==> config.mk <==
export PLATFORM = sky130hd
export DESIGN_NAME = tdg_top
export DESIGN_NICKNAME = d
export VERILOG_FILES = /design/src/rtl/tdg_pkg.sv /design/src/rtl/tdg_sync.sv /design/src/rtl/tdg_phase.sv /design/src/rtl/tdg_top.sv
export SDC_FILE = /design/constraint.sdc
export NUM_CORES = 1
export LEC_CHECK = 0
export ABC_AREA = 1
export ABC_CLOCK_PERIOD_IN_PS = 1520
export BUFFER_PORTS_ARGS = -buffer_cell sky130_fd_sc_hd__buf_2
export CORE_ASPECT_RATIO = 0.7
export CORE_MARGIN = 8
export CORE_UTILIZATION = 33
export DETAILED_ROUTE_END_ITERATION = 8
export GPL_TIMING_DRIVEN = 0
export PLACE_DENSITY = 0.59
export SYNTH_ARGS = -nofsm -noshare
export SYNTH_HDL_FRONTEND = slang
export SYNTH_SLANG_ARGS = --single-unit
==> constraint.sdc <==
create_clock -name clk -period 1.52 [get_ports clk]
set_input_delay 0.304 -clock clk [delete_from_list [all_inputs] [get_ports clk]]
set_output_delay 0.304 -clock clk [all_outputs]
set_load 0.02 [all_outputs]
==> src/rtl/tdg_pkg.sv <==
// Shared constants and carrier types for the deadtime gate logic
package tdg_pkg;

  // ----------------------------------------------------------------
  // Timing
  // ----------------------------------------------------------------
  localparam int CLK_PERIOD_NS    = 50;
  localparam int DT_STEP_NS       = 50;
  localparam int DT_MAX_NS        = 12000;
  localparam int DT_MAX_STEPS     = DT_MAX_NS / DT_STEP_NS;
  localparam int DT_STEP_CYC      = (DT_STEP_NS + CLK_PERIOD_NS - 1)
                                    / CLK_PERIOD_NS;
  localparam logic [7:0] DT_CNT_MIN   = 8'h01;
  localparam logic [7:0] DT_CNT_MAX   = 8'hFF;
  localparam logic [7:0] DT_RESET_VAL = 8'h10;
  localparam logic [7:0] CAL_RESET_VAL = 8'h00;
  localparam logic [3:0] BLANK_CYC    = 4'h8;

  // ----------------------------------------------------------------
  // Commands and carriers
  // ----------------------------------------------------------------
  typedef enum logic [2:0] {
    TDG_CMD_NONE,
    TDG_CMD_DEADTIME,
    TDG_CMD_CAL,
    TDG_CMD_MODE,
    TDG_CMD_MASK,
    TDG_CMD_SIM_ARM,
    TDG_CMD_SIM_SET
  } tdg_cmd_e;

  typedef struct packed {
    logic full_on_bypass_mode;
    logic desat_shutdown_off;
    logic zero_deadtime;
  } tdg_mode_s;

  typedef struct packed {
    logic [2:0] hs;
    logic [2:0] ls;
  } tdg_gate_s;

  typedef struct packed {
    logic       sim_enabled;
    logic       sim_used;
    logic       mode_locked;
    logic [2:0] boot_ready;
    logic       blanking;
    logic [7:0] dt_cycles;
  } tdg_status_s;

endpackage

==> src/rtl/tdg_sync.sv <==
// Two flip-flop synchroniser for the phase input pins
`timescale 1ns/1ns
module tdg_sync #(
  parameter int W = 6
) (
  input  wire logic         clk,
  input  wire logic         resetn,
  input  wire logic [W-1:0] d,
  output logic      [W-1:0] q
);

  logic [W-1:0] meta_r;

  always_ff @(posedge clk or negedge resetn) begin
    if (!resetn) begin
      meta_r <= '0;
      q      <= '0;
    end else begin
      meta_r <= d;
      q      <= meta_r;
    end
  end

endmodule

==> src/rtl/tdg_phase.sv <==
// One phase: edge detect, deadtime timer, bootstrap interlock
`timescale 1ns/1ns
module tdg_phase (
  input  wire logic       clk,
  input  wire logic       resetn,
  input  wire logic       hs_in,
  input  wire logic       ls_in,
  input  wire logic [7:0] dt_cycles,
  input  wire logic       zero_dt,
  input  wire logic       sim_en,
  output logic            hs_cmd,
  output logic            ls_cmd,
  output logic            boot_ok,
  output logic            turn_on
);

  logic       hs_d_r;
  logic       ls_d_r;
  logic [7:0] dt_cnt_r;
  logic       hs_rise;
  logic       ls_rise;
  logic       hs_fall;
  logic       ls_fall;
  logic       dt_busy;
  logic       hs_want;
  logic       ls_want;

  assign hs_rise = hs_in & ~hs_d_r;
  assign ls_rise = ls_in & ~ls_d_r;
  assign hs_fall = ~hs_in & hs_d_r;
  assign ls_fall = ~ls_in & ls_d_r;
  assign dt_busy = (dt_cnt_r != 8'h00);

  // Requested levels; leading edge of one side kills the other
  always_comb begin
    hs_want = hs_in & ~(ls_rise & ~sim_en);
    ls_want = ls_in & ~(hs_rise & ~sim_en);
  end

  always_ff @(posedge clk or negedge resetn) begin
    if (!resetn) begin
      hs_d_r <= 1'b0;
      ls_d_r <= 1'b0;
    end else begin
      hs_d_r <= hs_in;
      ls_d_r <= ls_in;
    end
  end

  // Deadtime timer restarts at every turn-off
  always_ff @(posedge clk or negedge resetn) begin
    if (!resetn) begin
      dt_cnt_r <= 8'h00;
    end else if ((hs_cmd & ~hs_want) | (ls_cmd & ~ls_want)) begin
      dt_cnt_r <= zero_dt ? 8'h00 : dt_cycles;
    end else if (dt_busy) begin
      dt_cnt_r <= dt_cnt_r - 8'h01;
    end
  end

  // Bootstrap interlock: low side must have been on once
  always_ff @(posedge clk or negedge resetn) begin
    if (!resetn) begin
      boot_ok <= 1'b0;
    end else if (ls_cmd) begin
      boot_ok <= 1'b1;
    end
  end

  // Gate decisions
  always_ff @(posedge clk or negedge resetn) begin
    if (!resetn) begin
      hs_cmd  <= 1'b0;
      ls_cmd  <= 1'b0;
      turn_on <= 1'b0;
    end else begin
      hs_cmd  <= hs_want & boot_ok & ~dt_busy
                 & (sim_en | ~(ls_want | ls_cmd));
      ls_cmd  <= ls_want & ~dt_busy
                 & (sim_en | ~(hs_want | hs_cmd));
      turn_on <= (hs_want & ~hs_cmd) | (ls_want & ~ls_cmd)
                 | hs_rise | ls_rise | hs_fall | ls_fall;
    end
  end
endmodule

==> src/rtl/tdg_top.sv <==
// Three-phase deadtime gate control logic
// ----------------------------------------------------------------
// Notes on behaviour
// - Deadtime programmable in 50 ns steps from 50 ns to 12.75 us.
// - Deadtime counted in clock cycles 1..255; larger values saturate.
// - Deadtime calibration offset set by command.
// - Simultaneous conduction enabled disables blanking.
// - Simultaneous-enable command accepted only once per reset.
// - Full-on, desaturation and zero-deadtime modes settable then locked.
// - Fault reporting selectable per source by command.
// - Status readable by the controller.
// - Leading edge kills complement at once, turns on after deadtime.
// - Deadtime timer starts at each turn-off, holds complement off.
// - Turn-on after elapsed deadtime executes without delay.
// - Full-on mode bypasses decision stage, one cycle less latency.
// - High side refused until same-phase low side enabled once.
// - Current limit blanked after each input change.
// - Blanking applied to all phases when any switch turns on.
// ----------------------------------------------------------------
`timescale 1ns/1ns
module tdg_top (
  input  wire logic             clk,
  input  wire logic             resetn,
  input  wire logic [2:0]       phase_high_side_input,
  input  wire logic [2:0]       phase_low_side_input,
  input  wire logic             cmd_valid,
  input  wire tdg_pkg::tdg_cmd_e cmd_op,
  input  wire logic [7:0]       cmd_data,
  input  wire logic [3:0]       fault_in,
  output tdg_pkg::tdg_gate_s    gate_out,
  output logic                  blank_out,
  output logic [3:0]            fault_report,
  output tdg_pkg::tdg_status_s  status_out
);

  // ----------------------------------------------------------------
  // Input synchronisation
  // ----------------------------------------------------------------
  logic [5:0]          pin_sync;
  logic [2:0]          hs_s;
  logic [2:0]          ls_s;
  tdg_pkg::tdg_gate_s  sm_gate;
  tdg_pkg::tdg_mode_s  mode_r;
  logic                mode_lock_r;
  logic [7:0]          dt_step_r;
  logic [7:0]          cal_r;
  logic [7:0]          dt_cyc_r;
  logic [8:0]          dt_sum;
  logic [3:0]          mask_r;
  logic                sim_arm_r;
  logic                sim_used_r;
  logic                sim_en_r;
  logic [2:0]          boot_ok;
  logic [2:0]          ph_on;
  logic [3:0]          blank_cnt_r;

  tdg_sync #(.W(6)) tdg_sync_i (
    .clk    (clk),
    .resetn (resetn),
    .d      ({phase_high_side_input, phase_low_side_input}),
    .q      (pin_sync)
  );

  assign hs_s = pin_sync[5:3];
  assign ls_s = pin_sync[2:0];

  // ----------------------------------------------------------------
  // Configuration commands
  // ----------------------------------------------------------------
  always_ff @(posedge clk or negedge resetn) begin
    if (!resetn) begin
      dt_step_r <= tdg_pkg::DT_RESET_VAL;
      cal_r     <= tdg_pkg::CAL_RESET_VAL;
    end else if (cmd_valid && cmd_op == tdg_pkg::TDG_CMD_DEADTIME) begin
      dt_step_r <= cmd_data;
    end else if (cmd_valid && cmd_op == tdg_pkg::TDG_CMD_CAL) begin
      cal_r <= cmd_data;
    end
  end

  // Steps plus calibration, clipped to the counter range
  assign dt_sum = {1'b0, dt_step_r} + {1'b0, cal_r};

  always_ff @(posedge clk or negedge resetn) begin
    if (!resetn) begin
      dt_cyc_r <= tdg_pkg::DT_CNT_MIN;
    end else if (dt_sum[8]) begin
      dt_cyc_r <= tdg_pkg::DT_CNT_MAX;
    end else if (dt_sum[7:0] == 8'h00) begin
      dt_cyc_r <= tdg_pkg::DT_CNT_MIN;
    end else begin
      dt_cyc_r <= dt_sum[7:0];
    end
  end

  // Mode bits, locked by bit 7 of the mode command
  always_ff @(posedge clk or negedge resetn) begin
    if (!resetn) begin
      mode_r      <= '0;
      mode_lock_r <= 1'b0;
    end else if (cmd_valid && cmd_op == tdg_pkg::TDG_CMD_MODE
                 && !mode_lock_r) begin
      mode_r      <= cmd_data[2:0];
      mode_lock_r <= cmd_data[7];
    end
  end

  always_ff @(posedge clk or negedge resetn) begin
    if (!resetn) begin
      mask_r <= 4'h0;
    end else if (cmd_valid && cmd_op == tdg_pkg::TDG_CMD_MASK) begin
      mask_r <= cmd_data[3:0];
    end
  end

  // Simultaneous mode: arm then set, once per reset
  always_ff @(posedge clk or negedge resetn) begin
    if (!resetn) begin
      sim_arm_r  <= 1'b0;
      sim_used_r <= 1'b0;
      sim_en_r   <= 1'b0;
    end else if (cmd_valid) begin
      if (cmd_op == tdg_pkg::TDG_CMD_SIM_ARM) begin
        sim_arm_r <= 1'b1;
      end else if (cmd_op == tdg_pkg::TDG_CMD_SIM_SET && sim_arm_r
                   && !sim_used_r) begin
        sim_en_r   <= cmd_data[0];
        sim_used_r <= 1'b1;
        sim_arm_r  <= 1'b0;
      end else begin
        sim_arm_r <= 1'b0;
      end
    end
  end

  // ----------------------------------------------------------------
  // Phase logic
  // ----------------------------------------------------------------
  genvar g;
  generate
    for (g = 0; g < 3; g++) begin : g_ph
      tdg_phase tdg_phase_i (
        .clk       (clk),
        .resetn    (resetn),
        .hs_in     (hs_s[g]),
        .ls_in     (ls_s[g]),
        .dt_cycles (dt_cyc_r),
        .zero_dt   (mode_r.zero_deadtime),
        .sim_en    (sim_en_r),
        .hs_cmd    (sm_gate.hs[g]),
        .ls_cmd    (sm_gate.ls[g]),
        .boot_ok   (boot_ok[g]),
        .turn_on   (ph_on[g])
      );
    end
  endgenerate

  // ----------------------------------------------------------------
  // Output stage
  // ----------------------------------------------------------------
  always_ff @(posedge clk or negedge resetn) begin
    if (!resetn) begin
      gate_out <= '0;
    end else if (mode_r.full_on_bypass_mode) begin
      gate_out.hs <= hs_s & boot_ok & (~ls_s | {3{sim_en_r}});
      gate_out.ls <= ls_s & (~hs_s | {3{sim_en_r}});
    end else begin
      gate_out <= sm_gate;
    end
  end

  // Blanking shared by all phases
  always_ff @(posedge clk or negedge resetn) begin
    if (!resetn) begin
      blank_cnt_r <= 4'h0;
    end else if (sim_en_r) begin
      blank_cnt_r <= 4'h0;
    end else if (|ph_on) begin
      blank_cnt_r <= tdg_pkg::BLANK_CYC;
    end else if (blank_cnt_r != 4'h0) begin
      blank_cnt_r <= blank_cnt_r - 4'h1;
    end
  end

  always_ff @(posedge clk or negedge resetn) begin
    if (!resetn) begin
      blank_out    <= 1'b0;
      fault_report <= 4'h0;
    end else begin
      blank_out    <= (blank_cnt_r != 4'h0);
      fault_report <= fault_in & mask_r
                      & {4{blank_cnt_r == 4'h0}};
    end
  end

  always_ff @(posedge clk or negedge resetn) begin
    if (!resetn) begin
      status_out <= '0;
    end else begin
      status_out.sim_enabled <= sim_en_r;
      status_out.sim_used    <= sim_used_r;
      status_out.mode_locked <= mode_lock_r;
      status_out.boot_ready  <= boot_ok;
      status_out.blanking    <= (blank_cnt_r != 4'h0);
      status_out.dt_cycles   <= dt_cyc_r;
    end
  end
endmodule

==> metrics.txt, run 1 <==
# TYPE chip_impl_metric gauge
chip_impl_metric{name="core_ar",unit="um^2"} 15400
chip_impl_metric{name="final_net_count",unit=""} 727
chip_impl_metric{name="global_route_wire_length_before_repair",unit="um"} 20100
chip_impl_metric{name="share_of_power_burned_in_the_clock_network",unit="%"} 34.9
chip_impl_metric{name="yosysWarningCount",unit=""} 0
chip_impl_metric{name="antenna_violations_before_repair",unit=""} 0
chip_impl_metric{name="route.detailed.wl_per_inst",unit="um"} 13.5
chip_impl_metric{name="max_clock_freq",unit="GHz"} 0.611
chip_impl_metric{name="antenna_violating_nets_post_route",unit=""} 0
chip_impl_metric{name="post_synth.cell_area_avg",unit="um^2"} 8.78
chip_impl_metric{name="clock-skew-final",unit="ns"} 0.0102
chip_impl_metric{name="final_total_pwr",unit="mW"} 11.8
chip_impl_metric{name="final_cells",unit=""} 902
chip_impl_metric{name="later_pin_clock_latency_in_the_skew_report",unit="ns"} 0.41
chip_impl_metric{name="worstMarginPinSlew",unit="ns"} 0.560
chip_impl_metric{name="holdWs",unit="ns"} 0.107
chip_impl_info{name="crit_path_end_kind",value="flip-flop"} 1
chip_impl_metric{name="yosys.area_share.simple",unit="%"} 21.1
chip_impl_info{name="timing.hold.worst.class",value="primary input to flip-flop"} 1
chip_impl_metric{name="grt.total_usage",unit="%"} 12.7
chip_impl_info{name="tritoncts",value="yes"} 1
chip_impl_metric{name="ys_types",unit=""} 27
chip_impl_info{name="violations",value="negative setup slack"} 1
chip_impl_metric{name="share_comb_of_total_power",unit="%"} 27.9
chip_impl_metric{name="synth_fa_ha_area_share",unit="%"} 3.56
chip_impl_metric{name="synth-seq-cells",unit=""} 117
chip_impl_metric{name="place.port_buffers",unit=""} 49
chip_impl_metric{name="synth-compound-area-share",unit="%"} 7.84
chip_impl_metric{name="timing.max_slew.rel_slack",unit="%"} 62.4
chip_impl_info{name="grt_setup_unrepaired",value="yes"} 1
chip_impl_metric{name="setup_ws",unit="ns"} -0.116
chip_impl_metric{name="routed_wirelength",unit="um"} 12200
chip_impl_info{name="synth_top_family_by_area",value="simple AND/OR/NAND/NOR gates"} 1
chip_impl_metric{name="clkTransAtPathRegs",unit="ns"} 0.06
chip_impl_metric{name="drc_errors",unit=""} 0
chip_impl_metric{name="powerDensity",unit="nW/um^2"} 1710
chip_impl_metric{name="min_period_over_period",unit="%"} 108
chip_impl_metric{name="swShare",unit="%"} 34.3
chip_impl_metric{name="path_max_fanout",unit=""} 2
chip_impl_metric{name="postLayoutCellArea",unit="um^2"} 6890
chip_impl_info{name="crit_path_start_kind",value="flip-flop"} 1
chip_impl_metric{name="internal_power",unit="mW"} 7.74
chip_impl_metric{name="seq_total_area_yosys",unit="%"} 57.0
chip_impl_metric{name="gp_routability_congestion",unit=""} 0.851
chip_impl_metric{name="grt_pass1_vias",unit=""} 4228
chip_impl_metric{name="mappedNetlistNets",unit=""} 623
chip_impl_metric{name="synthXorXnorAreaFrac",unit="%"} 2.39
chip_impl_metric{name="placedCellCount",unit=""} 835
chip_impl_metric{name="detailed_place_hpwl",unit="um"} 8150
chip_impl_metric{name="first_pass_iters",unit=""} 4
chip_impl_metric{name="area_growth",unit="%"} 34.2
chip_impl_metric{name="max_cap_viol_count",unit=""} 0
chip_impl_metric{name="ctsHtreeMaxLevel",unit=""} 4
chip_impl_metric{name="grt_max_degree",unit=""} 84
chip_impl_metric{name="cts_sinks",unit=""} 117
chip_impl_metric{name="netSwitchingPower",unit="mW"} 4.03
chip_impl_metric{name="final_period_minus_worst_setup_slack",unit="ns"} 1.64
chip_impl_metric{name="fp.dieH",unit="um"} 120
chip_impl_metric{name="synthesis.instances",unit=""} 585
chip_impl_metric{name="tritoncts.num_buffers",unit=""} 17
chip_impl_metric{name="overflow",unit=""} 0
chip_impl_info{name="clock_tree.root_cell",value="sky130_fd_sc_hd__clkbuf_16"} 1
chip_impl_metric{name="final-max-slew-violation-count",unit=""} 0
chip_impl_metric{name="sequentialPowerShare",unit="%"} 37.2
chip_impl_metric{name="finalCoreUtilization",unit="%"} 44.9
chip_impl_metric{name="detailroute.via_count",unit=""} 4199
chip_impl_metric{name="synth_area",unit="um^2"} 5140
chip_impl_metric{name="report.final.setup_viol",unit=""} 2
chip_impl_metric{name="std_cell_rows",unit=""} 38
chip_impl_metric{name="p_leak",unit="nW"} 3.40
chip_impl_metric{name="vias_per_cell",unit=""} 4.66
chip_impl_metric{name="data_arrival_critical_path",unit="ns"} 1.99
chip_impl_metric{name="drive_gt1_share",unit="%"} 26.8
chip_impl_metric{name="ioPinCount",unit=""} 50
chip_impl_info{name="run_status",value="complete, but fails checks"} 1
chip_impl_metric{name="antenna_cells_inserted",unit=""} 0
chip_impl_metric{name="nFillCells",unit=""} 1439
chip_impl_metric{name="fp.dieArea",unit="um^2"} 19900
chip_impl_metric{name="worst_ir_drop_vdd",unit="V"} 0.000920
chip_impl_info{name="worstSetupPathType",value="flip-flop to flip-flop"} 1
chip_impl_metric{name="initialDrtViolationCount",unit=""} 212
chip_impl_metric{name="crit_required",unit="ns"} 1.88
chip_impl_metric{name="floorplan.initialDensity",unit="%"} 33.5
chip_impl_metric{name="dieWidth",unit="um"} 165
chip_impl_metric{name="placed_area",unit="um^2"} 5680
chip_impl_metric{name="timing.final.hold_violations",unit=""} 0
chip_impl_metric{name="synthMuxAreaShare",unit="%"} 0
chip_impl_metric{name="clock_path_buffers",unit=""} 2
==> registers in the layout, summed over array words and instances (netlist names), 4 cells and up <==
| name | count |
|---|---|
| g_ph.tdg_phase_i.dt_cnt_r | 24 |
| status_out | 15 |
| cal_r | 8 |
| dt_cyc_r | 8 |
| dt_step_r | 8 |
| gate_out | 6 |
| tdg_sync_i.meta_r | 6 |
| tdg_sync_i.q | 6 |
| blank_cnt_r | 4 |
| fault_report | 4 |
| mask_r | 4 |
==> worst paths after layout <==
check                                               start                              to  slack (ns)  cells after the start
min in group asynchronous                          resetn  tdg_sync_i.meta_r[2]$_DFF_PN0_        0.35                      2
setup / recovery                 dt_step_r[0]$_DFFE_PN0P_           dt_cyc_r[0]$_DFF_PN1_       -0.12                      9
hold reg to reg            tdg_sync_i.meta_r[0]$_DFF_PN0_       tdg_sync_i.q[0]$_DFF_PN0_        0.34                      0
max in group asynchronous                          resetn           dt_cyc_r[0]$_DFF_PN1_        0.44                      3
setup reg to reg                 dt_step_r[0]$_DFFE_PN0P_           dt_cyc_r[0]$_DFF_PN1_       -0.12                      9
hold / removal                                fault_in[3]       fault_report[3]$_DFF_PN0_        0.11                      3
==> repair_timing <==
item	4_1_cts	5_1_grt
pin swaps	14	13
gates resized for setup	45	44
setup buffers	10	17
hold endpoints to repair	40	0
gates cloned	0	1
endpoints found under the setup margin	37	42
hold buffers	7	0
==> worst max-delay path: stages, from the launching register on <==
cell,delay [ns]
sky130_fd_sc_hd__dfrtp_1,0.36
sky130_fd_sc_hd__ha_2,0.19
sky130_fd_sc_hd__inv_2,0.04
sky130_fd_sc_hd__fa_2,0.52
sky130_fd_sc_hd__nand2_1,0.05
sky130_fd_sc_hd__nor2_1,0.09
sky130_fd_sc_hd__nand3_1,0.07
sky130_fd_sc_hd__nor2_1,0.10
sky130_fd_sc_hd__nand4_1,0.09
sky130_fd_sc_hd__nand2_1,0.07
==> cells by family after synthesis <==
| family | Yosys count |
|---|---|
| adder cells (fa/ha/maj) | 14 |
| flip-flops | 117 |
| AO/OA/AOI/OAI | 75 |
| XOR/XNOR | 14 |
| buffers and inverters | 104 |
| AND/OR/NAND/NOR | 261 |
==> cell usage after synthesis, drive strengths merged <==
| library cell | count | area (um^2) |
|---|---|---|
| clkinv | 2 | 8.75 |
| buf | 5 | 41.3 |
| nor4 | 3 | 18.8 |
| a21oi | 23 | 115 |
| o221ai | 3 | 26.3 |
| fa | 1 | 20.0 |
| o31a | 1 | 8.76 |
| dfstp | 2 | 52.6 |
| o22ai | 4 | 25.0 |
| dfrtp | 115 | 2880 |
| xor2 | 8 | 70.1 |
| ha | 13 | 163 |
| o21ai | 44 | 228 |
| nor2 | 50 | 198 |
| nand4 | 9 | 56.3 |
| nand3 | 44 | 220 |
| inv | 93 | 349 |
| clkbuf | 4 | 15.0 |
| xnor2 | 6 | 52.6 |
| nand2 | 147 | 552 |
| nor3 | 8 | 40.0 |
==> power groups by stage <==
stage	registers, mW	logic (mW)	clock network (mW)
after global placement	4.35	2.68	0
after CTS	4.34	3.02	4.17
after floorplan	4.45	1.83	0
final	4.38	3.28	4.11
after global routing	4.48	3.72	4.32
after detailed placement	4.36	2.76	0
==> stage by stage <==
step,TNS (ns),setup slack (ns)
finish,-0.161,-0.116
global route,-0.760,-0.240
CTS,-0.199,-0.113
detailed placement,-3.39,-0.189
global placement,-143.00,-1.22
floorplan,-0.0343,-0.0343
==> cell type report <==
class / count / area [um^2] / share of cell area [%]
Clock inverter: 14 / 176 / 2.56
Sequential cell: 117 / 2940 / 42.6
Multi-Input combinational cell: 364 / 2110 / 30.6
Tap cell: 200 / 250 / 3.63
Buffer: 9 / 67.6 / 0.980
Timing Repair Buffer: 85 / 561 / 8.13
Inverter: 95 / 364 / 5.28
Clock buffer: 18 / 429 / 6.23
==> metal layers <==
| layer | wire length, um | track usage (%) | part of all wire [%] |
|---|---|---|---|
| met4 | 230 | 5.22 | 1.9 |
| met3 | 764 | 4.21 | 6.3 |
| met2 | 5700 | 19.2 | 47 |
| met1 | 5500 | 16.5 | 45 |
| met5 | 0 | 0 | 0 |
==> cells in the final DEF (no fill, tap or decap), drive strengths merged, types with 13 or more instances in the layout <==
master	Yosys	final
nand2	147	147
dfrtp	115	115
inv	93	96
buf	5	83
nor2	50	50
o21ai	44	44
nand3	44	44
a21oi	23	23
clkbuf	4	22
ha	13	13
(Power assumes the default switching activity.)
==> run 2: changes to the inputs <==
Settings changed: REMOVE_ABC_BUFFERS set to 1, SKIP_LAST_GASP set to 1.
==> metrics.txt, run 2 (synthesis results as in run 1) <==
# TYPE chip_impl_metric gauge
chip_impl_info{name="cp_cell_sequence",value="ha_2, inv_2, fa_2, inv_2, nand2_2, nand2_4, buf_4, nand3_2, nand2_2, inv_4, nand3_1"} 1
chip_impl_metric{name="initialDrtViolationCount",unit=""} 162
chip_impl_info{name="crit_path_start_kind",value="flip-flop"} 1
chip_impl_info{name="worst_setup_path_endpoint",value="dt_cyc_r[4]$_DFF_PN0_"} 1
chip_impl_info{name="reg_top3",value="g_ph.tdg_phase_i.dt_cnt_r (24), status_out (15)"} 1
chip_impl_metric{name="detailed_place_hpwl",unit="um"} 8030
chip_impl_metric{name="largest_register_ff_count",unit=""} 24
chip_impl_metric{name="clock_path_buffers",unit=""} 2
chip_impl_metric{name="crit_required",unit="ns"} 1.85
chip_impl_metric{name="fp.dieArea",unit="um^2"} 19900
chip_impl_metric{name="tritoncts.num_buffers",unit=""} 17
chip_impl_metric{name="detailroute.via_count",unit=""} 4156
chip_impl_metric{name="max_clock_freq",unit="GHz"} 0.598
chip_impl_metric{name="later_pin_clock_latency_in_the_skew_report",unit="ns"} 0.41
chip_impl_metric{name="ff2ff_path_depth",unit=""} 11
chip_impl_info{name="violations",value="negative setup slack"} 1
chip_impl_metric{name="core_ar",unit="um^2"} 15400
chip_impl_metric{name="clkTransAtPathRegs",unit="ns"} 0.05
chip_impl_metric{name="std_cell_rows",unit=""} 38
chip_impl_info{name="worstReg2RegEnd",value="dt_cyc_r[4]$_DFF_PN0_"} 1
chip_impl_metric{name="powerDensity",unit="nW/um^2"} 1710
chip_impl_metric{name="cts_sinks",unit=""} 117
chip_impl_metric{name="grt.total_usage",unit="%"} 12.6
chip_impl_metric{name="antenna_violations_before_repair",unit=""} 0
chip_impl_info{name="worst_setup_path_startpoint",value="cal_r[0]$_DFFE_PN0P_"} 1
chip_impl_metric{name="fp.dieH",unit="um"} 120
chip_impl_metric{name="overflow",unit=""} 0
chip_impl_metric{name="min_period_over_period",unit="%"} 110
chip_impl_metric{name="floorplan.initialDensity",unit="%"} 33.5
chip_impl_metric{name="timing.max_slew.rel_slack",unit="%"} 68.2
chip_impl_metric{name="postLayoutCellArea",unit="um^2"} 6820
chip_impl_info{name="worst_r2r_startpoint",value="cal_r[0]$_DFFE_PN0P_"} 1
chip_impl_metric{name="place.port_buffers",unit=""} 49
chip_impl_info{name="worstSetupPathType",value="flip-flop to flip-flop"} 1
chip_impl_metric{name="combined_buffer_and_inverter_count_along_the_critical_path",unit=""} 4
chip_impl_info{name="grt_setup_unrepaired",value="yes"} 1
chip_impl_metric{name="antenna_violating_nets_post_route",unit=""} 0
chip_impl_metric{name="drc_errors",unit=""} 0
chip_impl_metric{name="slowest_delay",unit="ns"} 0.35
chip_impl_metric{name="first_pass_iters",unit=""} 5
chip_impl_metric{name="setup_ws",unit="ns"} -0.151
chip_impl_info{name="mostFrequentLayoutCell",value="sky130_fd_sc_hd__nand2_1"} 1
chip_impl_metric{name="max_cap_viol_count",unit=""} 0
chip_impl_info{name="clock_tree.root_cell",value="sky130_fd_sc_hd__clkbuf_16"} 1
chip_impl_metric{name="final_net_count",unit=""} 715
chip_impl_metric{name="nFillCells",unit=""} 1469
chip_impl_metric{name="grt_pass1_vias",unit=""} 4357
chip_impl_metric{name="grt_max_degree",unit=""} 83
chip_impl_metric{name="report.final.setup_viol",unit=""} 14
chip_impl_metric{name="path_max_fanout",unit=""} 7
chip_impl_metric{name="clock-skew-final",unit="ns"} 0.00765
chip_impl_metric{name="dieWidth",unit="um"} 165
chip_impl_metric{name="ioPinCount",unit=""} 50
chip_impl_metric{name="p_leak",unit="nW"} 3.36
chip_impl_metric{name="ctsHtreeMaxLevel",unit=""} 4
chip_impl_info{name="tritoncts",value="yes"} 1
chip_impl_metric{name="vias_per_cell",unit=""} 4.67
chip_impl_metric{name="data_arrival_critical_path",unit="ns"} 2.00
chip_impl_metric{name="worst_ir_drop_vdd",unit="V"} 0.00108
chip_impl_metric{name="cp_num_cells",unit=""} 11
chip_impl_info{name="timing.hold.worst.class",value="primary input to flip-flop"} 1
chip_impl_metric{name="placed_area",unit="um^2"} 5610
chip_impl_metric{name="final-max-slew-violation-count",unit=""} 0
chip_impl_metric{name="antenna_cells_inserted",unit=""} 0
chip_impl_metric{name="routed_wirelength",unit="um"} 12100
chip_impl_metric{name="final_period_minus_worst_setup_slack",unit="ns"} 1.67
chip_impl_metric{name="area_growth",unit="%"} 32.7
chip_impl_info{name="crit_path_end_kind",value="flip-flop"} 1
chip_impl_info{name="mostFrequentLayoutCells",value="sky130_fd_sc_hd__nand2_1 (133), sky130_fd_sc_hd__dfrtp_1 (111), sky130_fd_sc_hd__inv_1 (86)"} 1
chip_impl_metric{name="global_route_wire_length_before_repair",unit="um"} 20100
chip_impl_metric{name="timing.final.hold_violations",unit=""} 0
chip_impl_metric{name="gp_routability_congestion",unit=""} 0.837
chip_impl_metric{name="finalCoreUtilization",unit="%"} 44.4
chip_impl_info{name="run_status",value="complete, but fails checks"} 1
chip_impl_info{name="crit_slowest_cell",value="sky130_fd_sc_hd__dfrtp_1"} 1
chip_impl_metric{name="worstMarginPinSlew",unit="ns"} 0.476
chip_impl_info{name="top_register_by_number_of_flip_flops",value="g_ph.tdg_phase_i.dt_cnt_r"} 1
chip_impl_info{name="path_delay_family",value="adder cells"} 1
chip_impl_metric{name="reg2reg_setup_slack",unit="ns"} -0.15
chip_impl_metric{name="drive_gt1_share",unit="%"} 24.6
chip_impl_metric{name="route.detailed.wl_per_inst",unit="um"} 13.6
## run 2: report_power, final
part           internal, mW  switching (mW)
combinational          1.21            2.07
sequential             3.90           0.456
clock                  2.63            1.42
total                  7.74            3.94
## run 2: timing repair
| item | 4_1_cts | 5_1_grt |
|---|---|---|
| setup buffers | 9 | 16 |
| endpoints found under the setup margin | 42 | 38 |
| pin swaps | 12 | 12 |
| hold buffers | 7 | 0 |
| resized for setup | 43 | 42 |
| hold endpoints to repair | 41 | 0 |
## run 2: stage by stage
stage          std cells  hold WS, ns  power [mW]  worst slack, ns  setup TNS (ns)
6_report             890        0.121        11.7           -0.151           -1.08
5_1_grt              890        0.126        12.4           -0.270           -2.52
4_1_cts              874        0.107        11.5           -0.112          -0.265
3_5_place_dp         826        0.221        7.11           -0.555           -8.56
3_3_place_gp         825        0.337        6.98            -1.25         -150.36
2_1_floorplan        576      0.00841        6.27           -0.141          -0.541
## run 2: layout make-up
type                    instances  area, um^2  share of cell area [%]
well taps                     200         250                    3.67
clock buffers                  21         450                    6.61
flip-flops and latches        117        2940                    43.1
clock inverters                11         151                    2.22
inverters                      95         365                    5.36
repair buffers                 82         567                    8.32
multi-input cells             364        2100                    30.8
## run 2: worst min path at each step
stage                                               from                    endpoint  slack (ns)  depth (start not counted)
after CTS                                    fault_in[2]   fault_report[2]$_DFF_PN0_        0.11                          3
final                                        fault_in[2]   fault_report[2]$_DFF_PN0_        0.12                          3
after floorplan                                   resetn  blank_cnt_r[0]$_DFFE_PN0P_       0.008                          0
after detailed placement                          resetn    status_out[11]$_DFF_PN0_        0.22                          1
after global placement    tdg_sync_i.meta_r[0]$_DFF_PN0_   tdg_sync_i.q[0]$_DFF_PN0_        0.34                          0
after global routing                         fault_in[1]   fault_report[1]$_DFF_PN0_        0.13                          3
## run 2: worst reg2reg max path, stage by stage (launching register included)
cell and delay [ns]:
sky130_fd_sc_hd__dfrtp_1 0.35, sky130_fd_sc_hd__ha_2 0.19, sky130_fd_sc_hd__inv_2 0.04, sky130_fd_sc_hd__fa_2 0.34
sky130_fd_sc_hd__inv_2 0.09, sky130_fd_sc_hd__nand2_2 0.06, sky130_fd_sc_hd__nand2_4 0.08, sky130_fd_sc_hd__buf_4 0.11
sky130_fd_sc_hd__nand3_2 0.08, sky130_fd_sc_hd__nand2_2 0.11, sky130_fd_sc_hd__inv_4 0.06, sky130_fd_sc_hd__nand3_1 0.09
## run 2: metal layers
metal	up-vias	track usage [%]	part of all wire, %
met5	-	0	0
met4	0	4.66	1.1
met3	13	4.18	5.7
met2	87	20.2	49
met1	2020	15.5	44
li1	2036	-	-
==> run 3: changes to the inputs <==
Settings changed: CORE_UTILIZATION 33 to 50, PLACE_DENSITY 0.59 to 0.8.
==> metrics.txt, run 3 (synthesis results as in run 1) <==
# TYPE chip_impl_metric gauge
chip_impl_info{name="run_status",value="complete, but fails checks"} 1
chip_impl_info{name="mostFrequentLayoutCells",value="sky130_fd_sc_hd__nand2_1 (134), sky130_fd_sc_hd__dfrtp_1 (110), sky130_fd_sc_hd__inv_1 (84)"} 1
chip_impl_info{name="mostFrequentLayoutCell",value="sky130_fd_sc_hd__nand2_1"} 1
chip_impl_metric{name="antenna_violating_nets_post_route",unit=""} 0
chip_impl_metric{name="reg2reg_setup_slack",unit="ns"} -0.19
chip_impl_metric{name="data_arrival_critical_path",unit="ns"} 2.07
chip_impl_metric{name="later_pin_clock_latency_in_the_skew_report",unit="ns"} 0.41
chip_impl_info{name="tritoncts",value="yes"} 1
chip_impl_metric{name="ctsHtreeMaxLevel",unit=""} 4
chip_impl_metric{name="nFillCells",unit=""} 736
chip_impl_metric{name="placedCellCount",unit=""} 758
chip_impl_metric{name="vias_per_cell",unit=""} 5.28
chip_impl_metric{name="overflow",unit=""} 0
chip_impl_metric{name="final_total_pwr",unit="mW"} 12.2
chip_impl_info{name="worst_setup_path_endpoint",value="dt_cyc_r[0]$_DFF_PN1_"} 1
chip_impl_info{name="path_delay_family",value="adder cells"} 1
chip_impl_info{name="cp_cell_sequence",value="ha_4, inv_2, fa_2, nand2_1, nor2_1, nand3_1, nor2_1, nand4_1, nand2_1"} 1
chip_impl_metric{name="setup_ws",unit="ns"} -0.195
chip_impl_metric{name="ff2ff_path_depth",unit=""} 9
chip_impl_metric{name="slowest_delay",unit="ns"} 0.53
chip_impl_metric{name="tritoncts.num_buffers",unit=""} 17
chip_impl_metric{name="timing.final.hold_violations",unit=""} 0
chip_impl_info{name="top_register_by_number_of_flip_flops",value="g_ph.tdg_phase_i.dt_cnt_r"} 1
chip_impl_metric{name="place.port_buffers",unit=""} 49
chip_impl_metric{name="final-max-slew-violation-count",unit=""} 0
chip_impl_metric{name="final_cells",unit=""} 826
chip_impl_info{name="worst_r2r_startpoint",value="dt_step_r[0]$_DFFE_PN0P_"} 1
chip_impl_metric{name="clkTransAtPathRegs",unit="ns"} 0.05
chip_impl_metric{name="postLayoutCellArea",unit="um^2"} 6790
chip_impl_metric{name="global_route_wire_length_before_repair",unit="um"} 19800
chip_impl_metric{name="drive_gt1_share",unit="%"} 25.9
chip_impl_metric{name="clock_path_buffers",unit=""} 2
chip_impl_metric{name="powerDensity",unit="nW/um^2"} 1790
chip_impl_metric{name="post-place-ws",unit="ns"} -0.506
chip_impl_metric{name="antenna_violations_before_repair",unit=""} 0
chip_impl_metric{name="first_pass_iters",unit=""} 5
chip_impl_metric{name="routed_wirelength",unit="um"} 12500
chip_impl_metric{name="cts_sinks",unit=""} 117
chip_impl_metric{name="ioPinCount",unit=""} 50
chip_impl_metric{name="report.final.setup_viol",unit=""} 9
chip_impl_metric{name="grt_pass1_vias",unit=""} 4414
chip_impl_metric{name="combined_buffer_and_inverter_count_along_the_critical_path",unit=""} 1
chip_impl_metric{name="final_net_count",unit=""} 719
chip_impl_metric{name="detailed_place_hpwl",unit="um"} 7760
chip_impl_metric{name="grt.total_usage",unit="%"} 18.1
chip_impl_metric{name="core_ar",unit="um^2"} 10200
chip_impl_metric{name="dieWidth",unit="um"} 137
chip_impl_metric{name="max_cap_viol_count",unit=""} 0
chip_impl_metric{name="initialDrtViolationCount",unit=""} 367
chip_impl_metric{name="cp_num_cells",unit=""} 9
chip_impl_info{name="worstReg2RegEnd",value="dt_cyc_r[0]$_DFF_PN1_"} 1
chip_impl_metric{name="crit_required",unit="ns"} 1.87
chip_impl_metric{name="worstMarginPinSlew",unit="ns"} 0.630
chip_impl_metric{name="grt_max_degree",unit=""} 70
chip_impl_metric{name="timing.max_slew.rel_slack",unit="%"} 58.0
chip_impl_metric{name="gp_routability_congestion",unit=""} 0.882
chip_impl_info{name="worst_setup_path_startpoint",value="dt_step_r[0]$_DFFE_PN0P_"} 1
chip_impl_info{name="violations",value="negative setup slack"} 1
chip_impl_metric{name="p_leak",unit="nW"} 3.40
chip_impl_info{name="clock_tree.root_cell",value="sky130_fd_sc_hd__clkbuf_16"} 1
chip_impl_metric{name="antenna_cells_inserted",unit=""} 0
chip_impl_metric{name="drc_errors",unit=""} 0
chip_impl_metric{name="largest_register_ff_count",unit=""} 24
chip_impl_info{name="crit_slowest_cell",value="sky130_fd_sc_hd__fa_2"} 1
chip_impl_info{name="grt_setup_unrepaired",value="yes"} 1
chip_impl_metric{name="std_cell_rows",unit=""} 31
chip_impl_metric{name="holdWs",unit="ns"} 0.121
chip_impl_metric{name="max_clock_freq",unit="GHz"} 0.583
chip_impl_info{name="crit_path_end_kind",value="flip-flop"} 1
chip_impl_metric{name="floorplan.initialDensity",unit="%"} 50.6
chip_impl_metric{name="placed_area",unit="um^2"} 5520
chip_impl_info{name="reg_top3",value="g_ph.tdg_phase_i.dt_cnt_r (24), status_out (15)"} 1
chip_impl_metric{name="clock-skew-final",unit="ns"} 0.00541
chip_impl_metric{name="detailroute.via_count",unit=""} 4362
chip_impl_info{name="timing.hold.worst.class",value="primary input to flip-flop"} 1
chip_impl_metric{name="worst_ir_drop_vdd",unit="V"} 0.00102
chip_impl_metric{name="min_period_over_period",unit="%"} 113
chip_impl_metric{name="fp.dieH",unit="um"} 101
chip_impl_metric{name="area_growth",unit="%"} 32.2
chip_impl_metric{name="route.detailed.wl_per_inst",unit="um"} 15.2
chip_impl_info{name="crit_path_start_kind",value="flip-flop"} 1
chip_impl_metric{name="fp.dieArea",unit="um^2"} 13800
chip_impl_metric{name="final_period_minus_worst_setup_slack",unit="ns"} 1.71
chip_impl_info{name="worstSetupPathType",value="flip-flop to flip-flop"} 1
chip_impl_metric{name="path_max_fanout",unit=""} 2
run 3: what timing repair did:
item,4_1_cts,5_1_grt
endpoints found under the hold margin,53,1
hold buffers,6,1
gates resized for setup,52,36
setup endpoints to repair,41,40
cloned,0,1
pin swaps,13,5
setup buffers,7,21
run 3: cell type report:
| cell class | count | area [um^2] | area share [%] |
|---|---|---|---|
| Tap cell | 132 | 165 | 2.43 |
| Clock buffer | 19 | 453 | 6.67 |
| Timing Repair Buffer | 85 | 557 | 8.20 |
| Clock inverter | 13 | 204 | 3.00 |
| Inverter | 95 | 365 | 5.38 |
| Sequential cell | 117 | 2940 | 43.2 |
| Multi-Input combinational cell | 365 | 2110 | 31.1 |
run 3: tightest hold or removal path: stages:
cell	delay, ns
sky130_fd_sc_hd__buf_2	0.10
sky130_fd_sc_hd__nand2_1	0.06
sky130_fd_sc_hd__nor2_1	0.04
run 3: through the flow:
step / utilization [%] / setup TNS (ns)
after floorplan: - / -0.541
final: 66.8 / -0.995
after global routing: 66.8 / -2.16
after global placement: 54.0 / -138.33
after detailed placement: 54.3 / -8.83
after CTS: 63.6 / -0.202
run 3: per-layer routing:
layer	part of all wire, %	track usage [%]
met5	0	0
met1	41	21.4
met3	6.9	5.48
met2	50	29.3
met4	2.4	9.57
run 3: worst min path at each step:
stage,cells past startpoint,startpoint,end,slack [ns]
4_1_cts,1,phase_high_side_input[2],tdg_sync_i.meta_r[5]$_DFF_PN0_,0.0007
5_1_grt,3,fault_in[1],fault_report[1]$_DFF_PN0_,0.12
3_5_place_dp,0,tdg_sync_i.meta_r[3]$_DFF_PN0_,tdg_sync_i.q[3]$_DFF_PN0_,0.33
3_3_place_gp,0,tdg_sync_i.meta_r[3]$_DFF_PN0_,tdg_sync_i.q[3]$_DFF_PN0_,0.34
2_1_floorplan,0,resetn,blank_cnt_r[0]$_DFFE_PN0P_,0.008
6_report,3,fault_in[1],fault_report[1]$_DFF_PN0_,0.12
run 3: power by group:
group	switching, mW	internal [mW]	leakage [nW]	total (mW)
Combinational	2.14	1.27	1.68	3.41
Sequential	0.477	3.90	1.41	4.38
Clock	1.42	2.98	0.311	4.41
